$ cat config.mk
export PLATFORM = sky130hd
export DESIGN_NAME = srpc_top
export DESIGN_NICKNAME = d
export VERILOG_FILES = /design/src/core/srpc_pkg.sv /design/src/core/srpc_pin_filter.sv /design/src/core/srpc_top.sv
export VERILOG_INCLUDE_DIRS = /design/src /design/src/core
export SDC_FILE = /design/constraint.sdc
export NUM_CORES = 1
export LEC_CHECK = 0
export ABC_AREA = 1
export BUFFER_PORTS_ARGS = -buffer_cell sky130_fd_sc_hd__clkbuf_2
export CORE_AREA = 4 4 89 91
export CTS_BUF_LIST = sky130_fd_sc_hd__clkbuf_2
export CTS_CLUSTER_DIAMETER = 150
export DETAILED_ROUTE_END_ITERATION = 8
export DIE_AREA = 0 0 93 95
export PLACE_DENSITY_LB_ADDON = 0.1
export SYNTH_ARGS = -nofsm -noshare
export SYNTH_HDL_FRONTEND = slang
export SYNTH_SLANG_ARGS = --single-unit
$ cat constraint.sdc
create_clock -name clock -period 1.7 [get_ports clock]
set_input_delay 0.085 -clock clock [delete_from_list [all_inputs] [get_ports clock]]
set_output_delay 0.085 -clock clock [all_outputs]
set_load 0.05 [all_outputs]
$ cat src/core/srpc_defs.svh
`ifndef SRPC_DEFS_SVH
`define SRPC_DEFS_SVH

// Register offsets on the plain register port
`define SRPC_OFF_CAUSE     4'h0
`define SRPC_OFF_DBG_CTRL  4'h1
`define SRPC_OFF_CTRL      4'h2
`define SRPC_OFF_INT_STAT  4'h3
`define SRPC_OFF_INT_MASK  4'h4
`define SRPC_OFF_STATE     4'h5

// Field positions
`define SRPC_DBG_REQ_BIT   0
`define SRPC_CTRL_FORCE_BIT 0
`define SRPC_INT_PIN_BIT   0
`define SRPC_INT_POR_BIT   1
`define SRPC_INT_BO_BIT    2
`define SRPC_INT_WDT_BIT   3
`define SRPC_INT_DBG_BIT   4

// Reset values
`define SRPC_CAUSE_RST     8'h80
`define SRPC_INT_RST       5'h00
`define SRPC_CTRL_RST      1'b0

// Timing counts in system clock cycles
`define SRPC_PIN_LOW_MIN   4
`define SRPC_PIN_AGREE_CYC (`SRPC_PIN_LOW_MIN - 1)
`define SRPC_QUIET_CYC     3'd4
`define SRPC_POR_HOLD      256
`define SRPC_BO_HOLD       256
`define SRPC_WDT_HOLD      256
`define SRPC_PIN_HOLD      256
`define SRPC_DBG_HOLD      256

`endif

$ cat src/core/srpc_pkg.sv
package srpc_pkg;

  // Sequencer states
  typedef enum logic [1:0] {
    SRPC_IDLE     = 2'b00,
    SRPC_HOLD     = 2'b01,
    SRPC_CHECK    = 2'b10,
    SRPC_PIN_WAIT = 2'b11
  } srpc_state_t;

  // Reset source of the sequence in progress
  typedef enum logic [2:0] {
    SRPC_SRC_POR = 3'b000,
    SRPC_SRC_BO  = 3'b001,
    SRPC_SRC_WDT = 3'b010,
    SRPC_SRC_PIN = 3'b011,
    SRPC_SRC_DBG = 3'b100
  } srpc_src_t;

  // Layout of the reset cause register
  typedef struct packed {
    logic       por;
    logic       stop;
    logic       wdt;
    logic       pin_reset_cause_flag;
    logic [2:0] rsvd;
    logic       lvd;
  } srpc_cause_t;

  // One bit per reset source, interrupt layout
  typedef struct packed {
    logic dbg;
    logic wdt;
    logic bo;
    logic por;
    logic pin;
  } srpc_evt_t;

endpackage : srpc_pkg

$ cat src/core/srpc_pin_filter.sv
`timescale 1ns/1ns
`default_nettype none
`include "srpc_defs.svh"

module srpc_pin_filter
  import srpc_pkg::*;
#(
  parameter int AGREE_CYC = `SRPC_PIN_AGREE_CYC
) (
  input  wire logic clock,
  input  wire logic rst,
  input  wire logic pin_i,
  output var  logic pin_low
);

  logic [2:0] sync_r;
  logic [3:0] low_cnt_r;
  logic       agree;

  initial begin
    if (AGREE_CYC < 1 || AGREE_CYC > 15) begin
      $error("srpc_pin_filter: AGREE_CYC out of range");
    end
  end

  // Three stage synchroniser, idle level high
  always_ff @(posedge clock) begin
    if (rst) begin
      sync_r <= 3'h7;
    end else begin
      sync_r <= {sync_r[1:0], pin_i};
    end
  end

  // Only stages two and three are compared
  assign agree = (sync_r[1] == sync_r[2]);

  // Agreed low cycles counted; disagreement keeps the count
  always_ff @(posedge clock) begin
    if (rst) begin
      low_cnt_r <= 4'h0;
      pin_low   <= 1'b0;
    end else if (agree && sync_r[2]) begin
      low_cnt_r <= 4'h0;
      pin_low   <= 1'b0;
    end else if (agree && !sync_r[2]) begin
      if (low_cnt_r != 4'(AGREE_CYC)) begin
        low_cnt_r <= low_cnt_r + 4'h1;
      end
      if (low_cnt_r == 4'(AGREE_CYC - 1)) begin
        pin_low <= 1'b1;
      end
    end
  end

endmodule // srpc_pin_filter
`default_nettype wire

$ cat src/core/srpc_top.sv
// Summary of operation
// - A pin low for four clocks starts reset unless the pin is forced; three do not.
// - System reset stays asserted while the reset pin is held low.
// - Long pin hold exits reset right after the pin is released.
// - A pin-started reset sets the pin reset cause flag.
// - Pin driven open-drain low during the reset hold or when forced.
// - Internal resets also drive the pin to reset board parts.
// - After an internal event the pin stays low for its delay.
// - Debug reset request bit starts a normal system reset.
// - Debug-started reset leaves the debug unit out of reset.
// - Hardware clears the debug reset request during its reset.
// - Completed debug reset sets the power-on cause flag.
// - Reading the cause register clears its cause flags.
// - Pin cause flag cleared by power-on or pin stop recovery.
//
// The implementer's own choices: the register addresses and the plain strobed port.
`timescale 1ns/1ns
`default_nettype none
`include "srpc_defs.svh"

module srpc_top
  import srpc_pkg::*;
#(
  parameter int CNT_W     = 16,
  parameter int POR_HOLD  = `SRPC_POR_HOLD,
  parameter int BO_HOLD   = `SRPC_BO_HOLD,
  parameter int WDT_HOLD  = `SRPC_WDT_HOLD,
  parameter int PIN_HOLD  = `SRPC_PIN_HOLD,
  parameter int DBG_HOLD  = `SRPC_DBG_HOLD
) (
  input  wire logic       clock,
  input  wire logic       rst,
  input  wire logic       reset_pin_i,
  output wire logic       reset_pin_o,
  output var  logic       reset_pin_oe,
  input  wire logic       por_event,
  input  wire logic       brownout_detect,
  input  wire logic       watchdog_event,
  input  wire logic       smr_pin_event,
  input  wire logic       lvd_level,
  input  wire logic [3:0] reg_addr,
  input  wire logic [7:0] reg_wdata,
  input  wire logic       reg_wr,
  input  wire logic       reg_rd,
  output var  logic [7:0] reg_rdata,
  output var  logic       irq,
  output var  logic       sys_reset,
  output var  logic       onchip_debug_unit_reset
);

  localparam int CNT_MAX = (1 << CNT_W) - 1;

  // Refuse delays the counter cannot hold
  initial begin
    if (CNT_W < 2 || CNT_W > 30) begin
      $error("srpc_top: CNT_W out of range");
    end
    if (POR_HOLD < 1 || POR_HOLD > CNT_MAX ||
        BO_HOLD  < 1 || BO_HOLD  > CNT_MAX ||
        WDT_HOLD < 1 || WDT_HOLD > CNT_MAX ||
        PIN_HOLD < 1 || PIN_HOLD > CNT_MAX ||
        DBG_HOLD < 1 || DBG_HOLD > CNT_MAX) begin
      $error("srpc_top: hold delay out of range");
    end
  end

  srpc_state_t      state_r;
  srpc_state_t      state_nxt;
  srpc_src_t        src_r;
  srpc_src_t        src_nxt;
  srpc_src_t        evt_src;
  logic [CNT_W-1:0] cnt_r;
  logic [CNT_W-1:0] cnt_nxt;
  logic [2:0]       quiet_r;
  logic             pin_low;
  logic             pin_ok;
  logic             int_evt;
  logic             trig;
  logic             done;
  logic             dbg_req_r;
  logic             force_r;
  srpc_cause_t      cause_r;
  srpc_evt_t        int_stat_r;
  srpc_evt_t        int_mask_r;
  srpc_evt_t        done_vec;
  logic             wr_cause;
  logic             rd_cause;
  logic             wr_dbg;
  logic             wr_ctrl;
  logic             wr_istat;
  logic             wr_imask;

  // Pin synchroniser and low-time filter
  srpc_pin_filter #(
    .AGREE_CYC (`SRPC_PIN_AGREE_CYC)
  ) u_pin_filter (
    .clock   (clock),
    .rst     (rst),
    .pin_i   (reset_pin_i),
    .pin_low (pin_low)
  );

  // Open drain: only ever pulls low
  assign reset_pin_o = 1'b0;

  // Register strobes
  assign rd_cause = reg_rd && (reg_addr == `SRPC_OFF_CAUSE);
  assign wr_cause = reg_wr && (reg_addr == `SRPC_OFF_CAUSE);
  assign wr_dbg   = reg_wr && (reg_addr == `SRPC_OFF_DBG_CTRL);
  assign wr_ctrl  = reg_wr && (reg_addr == `SRPC_OFF_CTRL);
  assign wr_istat = reg_wr && (reg_addr == `SRPC_OFF_INT_STAT);
  assign wr_imask = reg_wr && (reg_addr == `SRPC_OFF_INT_MASK);

  // Internal events are levels; holding one keeps reset reloaded
  assign int_evt = por_event || brownout_detect || watchdog_event;

  // Own drive reads back low, so the pin counts only once it has settled
  assign pin_ok = pin_low && !reset_pin_oe && (quiet_r == 3'd0);

  assign trig = int_evt || pin_ok || dbg_req_r;

  // Source priority: power-on, brown-out, watchdog, pin, debugger
  always_comb begin
    if (por_event) begin
      evt_src = SRPC_SRC_POR;
    end else if (brownout_detect) begin
      evt_src = SRPC_SRC_BO;
    end else if (watchdog_event) begin
      evt_src = SRPC_SRC_WDT;
    end else if (pin_ok) begin
      evt_src = SRPC_SRC_PIN;
    end else begin
      evt_src = SRPC_SRC_DBG;
    end
  end

  // Hold delay per source, minus one for the load cycle
  function automatic logic [CNT_W-1:0] hold_of(srpc_src_t s);
    logic [CNT_W-1:0] v;
    v = CNT_W'(POR_HOLD - 1);
    case (s)
      SRPC_SRC_POR: v = CNT_W'(POR_HOLD - 1);
      SRPC_SRC_BO:  v = CNT_W'(BO_HOLD - 1);
      SRPC_SRC_WDT: v = CNT_W'(WDT_HOLD - 1);
      SRPC_SRC_PIN: v = CNT_W'(PIN_HOLD - 1);
      SRPC_SRC_DBG: v = CNT_W'(DBG_HOLD - 1);
      default:      v = CNT_W'(POR_HOLD - 1);
    endcase
    return v;
  endfunction

  // Sequencer next state
  always_comb begin
    state_nxt = state_r;
    src_nxt   = src_r;
    cnt_nxt   = cnt_r;
    done      = 1'b0;
    case (state_r)
      SRPC_IDLE: begin
        if (trig) begin
          state_nxt = SRPC_HOLD;
          src_nxt   = evt_src;
          cnt_nxt   = hold_of(evt_src);
        end
      end
      SRPC_HOLD: begin
        if (int_evt) begin
          src_nxt = evt_src;
          cnt_nxt = hold_of(evt_src);
        end else if (cnt_r == '0) begin
          state_nxt = SRPC_CHECK;
        end else begin
          cnt_nxt = cnt_r - CNT_W'(1);
        end
      end
      SRPC_CHECK: begin
        if (int_evt) begin
          state_nxt = SRPC_HOLD;
          src_nxt   = evt_src;
          cnt_nxt   = hold_of(evt_src);
        end else if (quiet_r == 3'd0) begin
          if (pin_low) begin
            state_nxt = SRPC_PIN_WAIT;
          end else begin
            state_nxt = SRPC_IDLE;
            done      = 1'b1;
          end
        end
      end
      SRPC_PIN_WAIT: begin
        if (int_evt) begin
          state_nxt = SRPC_HOLD;
          src_nxt   = evt_src;
          cnt_nxt   = hold_of(evt_src);
        end else if (!pin_low) begin
          state_nxt = SRPC_IDLE;
          done      = 1'b1;
        end
      end
      default: begin
        state_nxt = SRPC_IDLE;
      end
    endcase
  end

  // Controller restarts as if powered on: drives the pin from rst
  always_ff @(posedge clock) begin
    if (rst) begin
      state_r <= SRPC_HOLD;
      src_r   <= SRPC_SRC_POR;
      cnt_r   <= CNT_W'(POR_HOLD - 1);
    end else begin
      state_r <= state_nxt;
      src_r   <= src_nxt;
      cnt_r   <= cnt_nxt;
    end
  end

  // Reset outputs, registered from the next state
  always_ff @(posedge clock) begin
    if (rst) begin
      sys_reset               <= 1'b1;
      onchip_debug_unit_reset <= 1'b1;
    end else begin
      sys_reset               <= (state_nxt != SRPC_IDLE);
      onchip_debug_unit_reset <= (state_nxt != SRPC_IDLE) &&
                                 (src_nxt != SRPC_SRC_DBG);
    end
  end

  // Indicator drive; released after the hold so a held pin can be seen
  always_ff @(posedge clock) begin
    if (rst) begin
      reset_pin_oe <= 1'b1;
    end else begin
      reset_pin_oe <= (state_nxt == SRPC_HOLD) || force_r;
    end
  end

  // Settling time after own drive ends, covers the synchroniser
  always_ff @(posedge clock) begin
    if (rst) begin
      quiet_r <= `SRPC_QUIET_CYC;
    end else if (reset_pin_oe) begin
      quiet_r <= `SRPC_QUIET_CYC;
    end else if (quiet_r != 3'd0) begin
      quiet_r <= quiet_r - 3'd1;
    end
  end

  // Debugger reset request; a new write wins over the hardware clear
  always_ff @(posedge clock) begin
    if (rst) begin
      dbg_req_r <= 1'b0;
    end else if (wr_dbg && reg_wdata[`SRPC_DBG_REQ_BIT]) begin
      dbg_req_r <= 1'b1;
    end else if (state_r != SRPC_IDLE && src_r == SRPC_SRC_DBG) begin
      dbg_req_r <= 1'b0;
    end
  end

  // Control register: force indicator drive
  always_ff @(posedge clock) begin
    if (rst) begin
      force_r <= `SRPC_CTRL_RST;
    end else if (wr_ctrl) begin
      force_r <= reg_wdata[`SRPC_CTRL_FORCE_BIT];
    end
  end

  // One-hot completion by source
  always_comb begin
    done_vec     = '0;
    done_vec.pin = done && (src_r == SRPC_SRC_PIN);
    done_vec.por = done && (src_r == SRPC_SRC_POR);
    done_vec.bo  = done && (src_r == SRPC_SRC_BO);
    done_vec.wdt = done && (src_r == SRPC_SRC_WDT);
    done_vec.dbg = done && (src_r == SRPC_SRC_DBG);
  end

  // Cause flags: read and event clears first, sets last so sets win
  always_ff @(posedge clock) begin
    if (rst) begin
      cause_r <= `SRPC_CAUSE_RST;
    end else begin
      cause_r.lvd  <= lvd_level;
      cause_r.rsvd <= 3'h0;
      if (rd_cause) begin
        cause_r.por                  <= 1'b0;
        cause_r.stop                 <= 1'b0;
        cause_r.wdt                  <= 1'b0;
        cause_r.pin_reset_cause_flag <= 1'b0;
      end
      if (por_event) begin
        cause_r.pin_reset_cause_flag <= 1'b0;
        cause_r.wdt                  <= 1'b0;
        cause_r.stop                 <= 1'b0;
      end
      if (smr_pin_event) begin
        cause_r.pin_reset_cause_flag <= 1'b0;
        cause_r.wdt                  <= 1'b0;
        cause_r.por                  <= 1'b0;
        cause_r.stop                 <= 1'b1;
      end
      if (done_vec.pin) begin
        cause_r.pin_reset_cause_flag <= 1'b1;
      end
      if (done_vec.por || done_vec.dbg) begin
        cause_r.por <= 1'b1;
      end
      if (done_vec.wdt) begin
        cause_r.wdt <= 1'b1;
        cause_r.por <= 1'b0;
      end
    end
  end

  // Interrupt status, write one to clear, completion wins
  always_ff @(posedge clock) begin
    if (rst) begin
      int_stat_r <= `SRPC_INT_RST;
    end else begin
      int_stat_r <= (int_stat_r & ~(wr_istat ? srpc_evt_t'(reg_wdata[4:0])
                                            : srpc_evt_t'(5'h00)))
                    | done_vec;
    end
  end

  // Interrupt mask
  always_ff @(posedge clock) begin
    if (rst) begin
      int_mask_r <= `SRPC_INT_RST;
    end else if (wr_imask) begin
      int_mask_r <= srpc_evt_t'(reg_wdata[4:0]);
    end
  end

  // Level interrupt, one cycle behind the status bits
  always_ff @(posedge clock) begin
    if (rst) begin
      irq <= 1'b0;
    end else begin
      irq <= |(int_stat_r & int_mask_r);
    end
  end

  // Read data valid only in the cycle after the strobe
  always_ff @(posedge clock) begin
    if (rst) begin
      reg_rdata <= 8'h00;
    end else if (reg_rd) begin
      case (reg_addr)
        `SRPC_OFF_CAUSE:    reg_rdata <= cause_r;
        `SRPC_OFF_DBG_CTRL: reg_rdata <= {7'h00, dbg_req_r};
        `SRPC_OFF_CTRL:     reg_rdata <= {7'h00, force_r};
        `SRPC_OFF_INT_STAT: reg_rdata <= {3'h0, int_stat_r};
        `SRPC_OFF_INT_MASK: reg_rdata <= {3'h0, int_mask_r};
        `SRPC_OFF_STATE:    reg_rdata <= {3'h0, src_r, state_r};
        default:            reg_rdata <= 8'h00;
      endcase
    end else begin
      reg_rdata <= 8'h00;
    end
  end

  // Writes to the cause register are ignored; it is read only
  logic unused_ok;
  assign unused_ok = wr_cause;

endmodule // srpc_top
`default_nettype wire

==> flow_metrics.env, run 1 <==
export IMPL_io_buffers=30
export IMPL_yosysWarnings=0
export IMPL_synth_avg_cell_area_um2=6.866
export IMPL_p_seq_share_pct=57.5
export IMPL_path_cells="inv_2 > ha_4 > nand2_4 > nor2_4 > nor2_8 > nand3_4 > nand3_4 > buf_4 > nand2_1 > nand3_1"
export IMPL_die_w_um=93
export IMPL_die_area_um2=8835
export IMPL_r2r_slack_ns=0.1
export IMPL_stdcell_count=625
export IMPL_postSynthCellCount=453
export IMPL_grt_max_degree=25
export IMPL_dpl_cell_count=586
export IMPL_syn_nets=480
export IMPL_synth_seq_cells=61
export IMPL_synth_edff_count=0
export IMPL_vias=3020
export IMPL_slowest_stage="dfxtp_2"
export IMPL_initial_core_util_pct=43.58
export IMPL_hold_path_startpoint="reg_addr[2]"
export IMPL_clockBufferDepth=2
export IMPL_cpMostUsedCell="nand3_4"
export IMPL_io_pins=35
export IMPL_drtIter0Drc=130
export IMPL_cts_tree="done"
export IMPL_p_clk_share_pct=35.3
export IMPL_synth_top_area_share_pct=39.26
export IMPL_combPwrFrac_pct=7.2
export IMPL_r2r_start="quiet_r[0]"
export IMPL_core_um2=7137
export IMPL_max_vdd_ir_drop_uv=405.8
export IMPL_cts_sinks=61
export IMPL_rows=31
export IMPL_yosysMostFrequentCell="nand2_1"
export IMPL_fmax_mhz=623.7
export IMPL_power_switching_mw=0.6685
export IMPL_status="finished, final reports clean"
export IMPL_timing_final_setup_violations=0
export IMPL_crit_type="reg -> reg"
export IMPL_route_detailed_drc=0
export IMPL_htree_levels=3
export IMPL_gr_total_overflow=0
export IMPL_r2r_end="cnt_r[5]"
export IMPL_syn_area_um2=3110
export IMPL_cts_clk_slew_worst_paths_ns=0.19
export IMPL_internal_power_mw=1.862
export IMPL_cp_arrival_ns=1.99
export IMPL_clock_latency_ns=0.51
export IMPL_grt_first_pass_wirelength_um=13110
export IMPL_fillCellCount=748
export IMPL_grtUsageTotal_pct=18.90
export IMPL_nets=548
export IMPL_endpoint_kind="flip-flop"
export IMPL_yosysTopAreaCell="dfxtp_1"
export IMPL_first_pass_iters=5
export IMPL_slew_viol_final=0
export IMPL_critPathLaunchType="flip-flop"
export IMPL_ys_top_cells_by_count="nand2_1 (108), dfxtp_1 (61), nor2_1 (61)"
export IMPL_crit_required_ns=2.09
export IMPL_leakagePower_nw=1.622
export IMPL_grt_pass1_vias=2892
export IMPL_synth_cell_types=39
export IMPL_path_delay_family="simple AND/OR/NAND/NOR gates"
export IMPL_worst_hold_path_num_cells=6
export IMPL_cap_violations=0
export IMPL_min_period_ns=1.603
export IMPL_power_mw=2.531
export IMPL_crit_fanout=7
export IMPL_root_buffer="clkbuf_2"
export IMPL_antenna_cells=0
export IMPL_ant_nets=0
export IMPL_place_hpwl_um=5441
export IMPL_hp_class="in -> reg"
export IMPL_hold_viol_final=0
export IMPL_die_h_um=95
export IMPL_synth_ff_type="dfxtp_1"
export IMPL_synthArstFlopShare_pct=0
export IMPL_reg2reg_depth=10
export IMPL_drt_wl_total_um=7700
export IMPL_area_growth_pct=22.41
export IMPL_fin_worst_skew_ns=0.02900
export IMPL_vias_per_cell=4.832
export IMPL_swShare_pct=26.42
export IMPL_synth_seq_area_share_pct=39.26
export IMPL_critPathMaxStageDelay_ns=0.37
export IMPL_fin_crit_sh_pct=94.32
export IMPL_antenna_found_initial=0
export IMPL_power_density_nw_per_um2=664.6
export IMPL_numCtsBuffers=9
export IMPL_synthTopCellsByArea="dfxtp_1 (39%), nand2_1 (13%), nor2_1 (7.4%)"
export IMPL_gp_congestion=0.7945
export IMPL_holdPathEnd="reg_rdata[4]"
export IMPL_drive_gt1_share_pct=19.01
export IMPL_crit_buf_inv=2
export IMPL_post_drt_wl_per_cell_um=12.32
[tightest hold or removal path: cells and delay by family]
kind            cells  cell delay (ns)
compound gates      1             0.05
buf+inv             2             0.15
simple gates        3             0.23
[power by group through the flow]
| stage | Clock (mW) | Sequential (mW) | Combinational [mW] |
|---|---|---|---|
| 6_report | 0.893 | 1.46 | 0.182 |
| 5_1_grt | 0.998 | 1.46 | 0.200 |
| 4_1_cts | 0.943 | 1.46 | 0.179 |
| 3_5_place_dp | 0 | 1.48 | 0.147 |
| 3_3_place_gp | 0 | 1.48 | 0.146 |
| 2_1_floorplan | 0 | 1.49 | 0.0871 |
[sequential cells by signal (all words and copies together) (netlist names)]
signal and count:
int_mask_r 5, irq 1, dbg_req_r 1, u_pin_filter.sync_r 3, cnt_r 16, state_r 2, int_stat_r 5, sys_reset 1
cause_r 5, force_r 1, reset_pin_oe 1, u_pin_filter.pin_low 1, onchip_debug_unit_reset 1, u_pin_filter.low_cnt_r 4, quiet_r 3, src_r 3
reg_rdata 8
[kinds of logic after synthesis]
group / synth area share, %
other: 0.1206
DFF: 39.26
xor gates and xnor gates: 0.5633
AOI/OAI and AO/OA: 12.59
adders and majority gates: 2.011
buffers and inverters: 9.855
and+or+nand+nor: 35.60
[per-layer routing]
metal | vias to the layer above | track usage (%) | routed length [µm]
li1 | 1595 | - | -
met1 | 1352 | 22.41 | 3527
met2 | 65 | 31.97 | 3738
met3 | 8 | 6.135 | 343
met4 | 0 | 6.960 | 91
met5 | - | 0 | 0
[stage by stage]
stage	utilization, %	setup WS (ns)	TNS, ns	cell area [µm²]	hold WS, ns
2_1_floorplan	-	0.08052	0	3110	0.1888
3_3_place_gp	47.95	0.05693	0	3422	0.2773
3_5_place_dp	47.95	0.01857	0	3422	0.2746
4_1_cts	52.56	0.02095	0	3751	0.0003125
5_1_grt	53.35	-0.0002369	-0.0002369	3807	0.001211
6_report	53.35	0.09660	0	3807	0.04882
[layout make-up]
cell class | instances | area [µm²] | area share (%)
inverters | 67 | 264.0 | 6.934
multi-input cells | 318 | 1625 | 42.69
well taps | 99 | 123.9 | 3.253
repair buffers | 64 | 457.9 | 12.03
clock inverters | 6 | 63.81 | 1.676
clock buffers | 10 | 50.05 | 1.314
flip-flops and latches | 61 | 1222 | 32.11
[timing repair]
action | 4_1_cts | 5_1_grt
buffers inserted | 0 | 1
pin swaps | 1 | 3
endpoints found under the setup margin | 7 | 25
cloned | 1 | 0
gates resized for setup | 2 | 14
hold endpoints to repair | 28 | 1
hold buffers | 20 | 1
[worst max path at each step]
stage | cells after the start | endpoint | slack [ns] | start
after global placement | 11 | cnt_r[12] | 0.06 | quiet_r[0]
after detailed placement | 11 | cnt_r[12] | 0.02 | quiet_r[0]
final | 10 | cnt_r[5] | 0.1 | quiet_r[0]
after floorplan | 10 | cnt_r[4] | 0.08 | reset_pin_oe
after CTS | 11 | onchip_debug_unit_reset | 0.02 | quiet_r[0]
after global routing | 9 | cnt_r[13] | -0.0002 | cnt_r[0]
[placed cells by master, fill, tap and decap left out, types with 3 or more instances in the layout]
master,Yosys,routed
nand2_1,108,107
dfxtp_1,61,60
nor2_1,61,59
inv_1,58,55
nand3_1,40,40
clkbuf_2,0,40
a21oi_1,33,33
dlygate4sd3_1,0,21
o21ai_0,21,20
buf_4,1,13
inv_2,7,10
nand4_1,9,9
nor2_4,4,6
or2_2,4,4
nor2_2,3,3
o221ai_1,3,3
o22ai_1,3,3
o21ai_1,2,3
ha_1,5,3
Power figures use the tool's default switching activity.
==> run 2, diff against run 1 <==
BUFFER_PORTS_ARGS = default   (was -buffer_cell sky130_fd_sc_hd__clkbuf_2)
DONT_BUFFER_PORTS = 1   (was default)
clock period = 1.4 ns   (was 1.7 ns; I/O delays follow)
==> run 2 against run 1 <==
  * The flow now finishes with violations (negative hold slack, negative setup slack)
  * Via count increased by 5.5%
  * Register-to-register slack got worse by 0.20 ns
  * Clock power increased by 48%
  * Highest routed layer unchanged
  * Clock skew increased by 0.0010 ns
  * Hold slack got worse by 0.45 ns
  * Maximum frequency increased by 6.7%
  * Flip-flop and latch count unchanged
  * Sequential share of layout area decreased by 2.5 points
  * Largest power group unchanged
==> flow_metrics.env, run 2 (synthesized netlist as in run 1, its figures left out) <==
export IMPL_antenna_found_initial=0
export IMPL_grt_pass1_vias=2945
export IMPL_final_common_cell="nand2_1"
export IMPL_die_h_um=95
export IMPL_hold_viol_final=21
export IMPL_power_density_nw_per_um2=796.5
export IMPL_rows=31
export IMPL_reg2reg_depth=8
export IMPL_cap_violations=0
export IMPL_numCtsBuffers=9
export IMPL_cp_arrival_ns=1.94
export IMPL_grtUsageTotal_pct=19.17
export IMPL_leakagePower_nw=1.735
export IMPL_initial_core_util_pct=43.58
export IMPL_r2r_start="cnt_r[5]"
export IMPL_crit_required_ns=1.84
export IMPL_largest_reg_flops=16
export IMPL_final_cell_mix="nand2_1 (97), dfxtp_1 (56), nor2_1 (55)"
export IMPL_fin_ws_ns=-0.1030
export IMPL_ant_nets=0
export IMPL_grt_first_pass_wirelength_um=13400
export IMPL_area_growth_pct=33.59
export IMPL_htree_levels=3
export IMPL_drt_wl_total_um=8073
export IMPL_min_period_ns=1.503
export IMPL_rsz0062_at_grt="true"
export IMPL_route_detailed_drc=0
export IMPL_io_pins=35
export IMPL_crit_fanout=6
export IMPL_slowest_stage="dfxtp_1"
export IMPL_cts_tree="done"
export IMPL_critPathMaxStageDelay_ns=0.38
export IMPL_cts_clk_slew_worst_paths_ns=0.20
export IMPL_clock_latency_ns=0.50
export IMPL_r2r_slack_ns=-0.10
export IMPL_clockBufferDepth=2
export IMPL_reg_largest_list="cnt_r x16, reg_rdata x8"
export IMPL_critPathLaunchType="flip-flop"
export IMPL_largest_register="cnt_r"
export IMPL_crit_type="reg -> reg"
export IMPL_first_pass_iters=5
export IMPL_fmax_mhz=665.3
export IMPL_dpl_cell_count=584
export IMPL_vias=3187
export IMPL_die_area_um2=8835
export IMPL_gp_congestion=0.8138
export IMPL_vias_per_cell=4.987
export IMPL_stdcell_count=639
export IMPL_slew_viol_final=0
export IMPL_drive_gt1_share_pct=23.70
export IMPL_drtIter0Drc=116
export IMPL_timing_final_setup_violations=22
export IMPL_r2r_end="cnt_r[11]"
export IMPL_hold_ws_ns=-0.4036
export IMPL_place_hpwl_um=5499
export IMPL_violations="negative hold slack, negative setup slack"
export IMPL_endpoint_kind="flip-flop"
export IMPL_antenna_cells=0
export IMPL_path_cells="nor2_1 > nand2_1 > nor2_4 > nand4_4 > nand3_4 > buf_6 > nand2_2 > a21oi_2"
export IMPL_max_vdd_ir_drop_uv=430.7
export IMPL_hp_class="in -> reg"
export IMPL_core_um2=7137
export IMPL_crit_start="cnt_r[5]"
export IMPL_fin_crit_sh_pct=107.4
export IMPL_fillCellCount=690
export IMPL_gr_total_overflow=0
export IMPL_root_buffer="clkbuf_2"
export IMPL_fin_worst_skew_ns=0.03001
export IMPL_cts_sinks=61
export IMPL_status="finished, violations left"
export IMPL_die_w_um=93
export IMPL_nets=562
export IMPL_io_buffers=0
export IMPL_grt_max_degree=26
export IMPL_crit_end="cnt_r[11]"
export IMPL_post_drt_wl_per_cell_um=12.63
[run 2: timing repair]
item	4_1_cts	5_1_grt
buffers inserted	1	1
pin swaps	4	3
endpoints found under the hold margin	48	25
gates resized for setup	16	24
setup endpoints to repair	23	43
hold buffers	36	1
cloned	1	1
[run 2: per-stage QoR]
stage	setup TNS, ns	util, %	setup slack, ns	instance area [µm²]	power (mW)
6_report	-1.237	58.22	-0.1030	4155	3.310
5_1_grt	-4.610	58.22	-0.2041	4155	3.432
4_1_cts	-1.783	57.21	-0.1105	4083	3.325
3_5_place_dp	-1.335	49.32	-0.1359	3520	1.933
3_3_place_gp	-1.125	49.32	-0.1012	3520	1.932
2_1_floorplan	-0.06292	-	-0.01941	3148	1.907
[run 2: worst min-delay path by stage]
stage / endpoint / depth (start not counted) / start / slack, ns
final: cnt_r[10] / 1 / rst / -0.40
after floorplan: u_pin_filter.sync_r[0] / 1 / reset_pin_i / 0.17
after global placement: cnt_r[14] / 1 / rst / 0.14
after detailed placement: cnt_r[14] / 1 / rst / 0.14
after CTS: int_stat_r[3] / 1 / rst / -0.43
after global routing: cnt_r[10] / 1 / rst / -0.46
[run 2: per-layer routing]
metal / share of wire [%] / vias to the layer above / track usage, %
met4: 1.7 / 0 / 7.204
li1: - / 1622 / -
met2: 50 / 75 / 32.93
met5: 0 / - / 0
met1: 44 / 1473 / 23.40
met3: 4.5 / 17 / 4.382
[run 2: area by class of cell]
type / count / area, µm² / area share [%]
well taps: 99 / 123.9 / 2.981
flip-flops and latches: 61 / 1230 / 29.60
repair buffers: 77 / 678.2 / 16.32
multi-input cells: 318 / 1707 / 41.07
repair inverters: 1 / 5.005 / 0.1204
clock inverters: 7 / 98.84 / 2.379
inverters: 67 / 267.8 / 6.444
clock buffers: 9 / 45.04 / 1.084
[run 2: worst max-delay path: cells and delay by family, from the launching register on]
kind / cells / cell delay, ns
AND/OR/NAND/NOR: 6 / 0.78
buffers and inverters: 1 / 0.16
AO/OA/AOI/OAI: 1 / 0.12
flip-flops: 1 / 0.38
[run 2: report_power, final]
group / leakage (nW) / internal, mW / total, mW / switching [mW]
Sequential: 0.493 / 1.75 / 1.77 / 0.0141
Clock: 0.0825 / 0.600 / 1.32 / 0.719
Combinational: 1.16 / 0.103 / 0.222 / 0.118
Total: 1.73 / 2.46 / 3.31 / 0.852
==> run 3, diff against run 2 <==
GPL_TIMING_DRIVEN = 0   (was default)
HOLD_SLACK_MARGIN = 0.08   (was default)
==> run 3 against run 2 <==
  * The run still ends with negative hold slack, negative setup slack left
  * Largest cell class unchanged
  * Highest routed layer unchanged
  * Global-route usage decreased by 0.12 points
  * Combinational power decreased by 5%
  * Critical path depth increased by 3
  * Maximum frequency decreased by 4.1%
  * Largest power group unchanged
==> flow_metrics.env, run 3 (synthesized netlist as in run 1, its figures left out) <==
export IMPL_status="finished, violations left"
export IMPL_violations="negative hold slack, negative setup slack"
export IMPL_gp_congestion=0.8016
export IMPL_maxSlewHeadroom_pct=54.98
export IMPL_largest_reg_flops=16
export IMPL_leakagePower_nw=1.607
export IMPL_hold_viol_final=1
export IMPL_place_area_um2=3272
export IMPL_reg_largest_list="cnt_r x16, reg_rdata x8"
export IMPL_post_drt_wl_per_cell_um=13.07
export IMPL_r2r_start="quiet_r[0]"
export IMPL_grt_max_degree=12
export IMPL_cap_violations=0
export IMPL_crit_start="quiet_r[0]"
export IMPL_min_period_ns=1.568
export IMPL_final_cell_mix="nand2_1 (99), inv_1 (54), dfxtp_1 (54)"
export IMPL_reg2reg_depth=11
export IMPL_cts_clk_slew_worst_paths_ns=0.18
export IMPL_hold_ws_ns=-0.01711
export IMPL_die_h_um=95
export IMPL_numCtsBuffers=9
export IMPL_grt_pass1_vias=2891
export IMPL_crit_end="cnt_r[8]"
export IMPL_crit_type="reg -> reg"
export IMPL_clockBufferDepth=2
export IMPL_largest_register="cnt_r"
export IMPL_hp_class="in -> reg"
export IMPL_slew_viol_final=0
export IMPL_final_common_cell="nand2_1"
export IMPL_vias_per_cell=4.934
export IMPL_fillCellCount=719
export IMPL_max_vdd_ir_drop_uv=380.2
export IMPL_cts_sinks=61
export IMPL_crit_required_ns=1.79
export IMPL_rsz0062_at_grt="true"
export IMPL_area_growth_pct=29.08
export IMPL_die_area_um2=8835
export IMPL_timing_final_setup_violations=26
export IMPL_clock_latency_ns=0.47
export IMPL_rows=31
export IMPL_fmax_mhz=637.9
export IMPL_crit_fanout=5
export IMPL_core_um2=7137
export IMPL_htree_levels=3
export IMPL_fin_ws_ns=-0.1675
export IMPL_tightest_slew_ns=0.6753
export IMPL_design_area_um2=4015
export IMPL_r2r_end="cnt_r[8]"
export IMPL_first_pass_iters=4
export IMPL_cpMostUsedCell="nand3_4"
export IMPL_cts_tree="done"
export IMPL_r2r_slack_ns=-0.17
export IMPL_ant_nets=0
export IMPL_antenna_cells=0
export IMPL_drive_gt1_share_pct=22.90
export IMPL_vias=3010
export IMPL_gr_total_overflow=0
export IMPL_antenna_found_initial=0
export IMPL_die_w_um=93
export IMPL_place_hpwl_um=5420
export IMPL_drtIter0Drc=118
export IMPL_fin_worst_skew_ns=0.01598
export IMPL_io_buffers=0
export IMPL_cp_arrival_ns=1.95
export IMPL_route_detailed_drc=0
export IMPL_drt_wl_total_um=7970
export IMPL_root_buffer="clkbuf_2"
export IMPL_critPathMaxStageDelay_ns=0.36
export IMPL_io_pins=35
export IMPL_critPathLaunchType="flip-flop"
export IMPL_power_density_nw_per_um2=811.6
export IMPL_initial_core_util_pct=43.58
export IMPL_post_place_ws_ns=-0.2504
export IMPL_grtUsageTotal_pct=19.06
export IMPL_power_mw=3.259
export IMPL_slowest_stage="dfxtp_2"
export IMPL_path_cells="inv_2 > ha_4 > nand2_4 > nor2_4 > nor2_8 > nand3_4 > nand3_4 > buf_12 > clkbuf_16 > a21oi_2 > nor2_1"
export IMPL_grt_first_pass_wirelength_um=13330
export IMPL_nets=533
export IMPL_fin_crit_sh_pct=112.0
export IMPL_endpoint_kind="flip-flop"
[run 3: metrics by stage]
| step | hold slack [ns] | TNS (ns) | cells | util [%] |
|---|---|---|---|---|
| final | -0.01711 | -2.695 | 610 | 56.26 |
| after global routing | -0.02495 | -5.882 | 610 | 56.26 |
| after floorplan | 0.1738 | -0.06292 | 453 | - |
| after detailed placement | 0.1771 | -3.687 | 552 | 45.85 |
| after global placement | 0.1746 | -3.663 | 552 | 45.85 |
| after CTS | -0.04678 | -3.101 | 606 | 54.68 |
[run 3: how the worst min path moves through the flow]
| stage | start | endpoint | depth (start not counted) |
|---|---|---|---|
| CTS | watchdog_event | src_r[1] | 6 |
| global route | watchdog_event | src_r[0] | 5 |
| floorplan | reset_pin_i | u_pin_filter.sync_r[0] | 1 |
| finish | watchdog_event | src_r[1] | 6 |
| global placement | rst | u_pin_filter.sync_r[2] | 1 |
| detailed placement | reset_pin_i | u_pin_filter.sync_r[0] | 1 |
[run 3: critical path: cells and delay by family, from the launching register on]
kind	cells	cell delay (ns)
AOI/OAI and AO/OA	1	0.10
adders and majority gates	1	0.14
buffers and inverters	3	0.39
DFF	1	0.36
and+or+nand+nor	6	0.50
[run 3: per-layer routing]
layer / global-route usage [%] / vias up / routed length (µm)
met4: 7.814 / 0 / 100
li1: - / 1566 / -
met1: 24.11 / 1376 / 3714
met2: 32.33 / 56 / 3885
met5: 0 / - / 0
met3: 3.108 / 12 / 269
[run 3: timing repair]
| item | 4_1_cts | 5_1_grt |
|---|---|---|
| setup endpoints to repair | 28 | 33 |
| gates resized for setup | 37 | 19 |
| hold buffers | 21 | 2 |
| pin swaps | 11 | 8 |
| gates cloned | 1 | 1 |
| hold endpoints to repair | 55 | 4 |
| setup buffers | 16 | 2 |
[run 3: cell type report]
type	count	area, µm²	share of cell area [%]
well taps	99	123.9	3.085
clock inverters	7	90.09	2.244
flip-flops and latches	61	1232	30.69
clock buffers	9	45.04	1.122
multi-input cells	317	1779	44.31
plain buffers	8	61.31	1.527
inverters	67	256.5	6.388
repair buffers	42	426.7	10.63
[run 3: where the power goes]
part	switching (mW)	internal, mW	leakage (nW)
Clock	0.692	0.583	0.0793
Sequential	0.0168	1.75	0.495
Combinational	0.130	0.0824	1.03
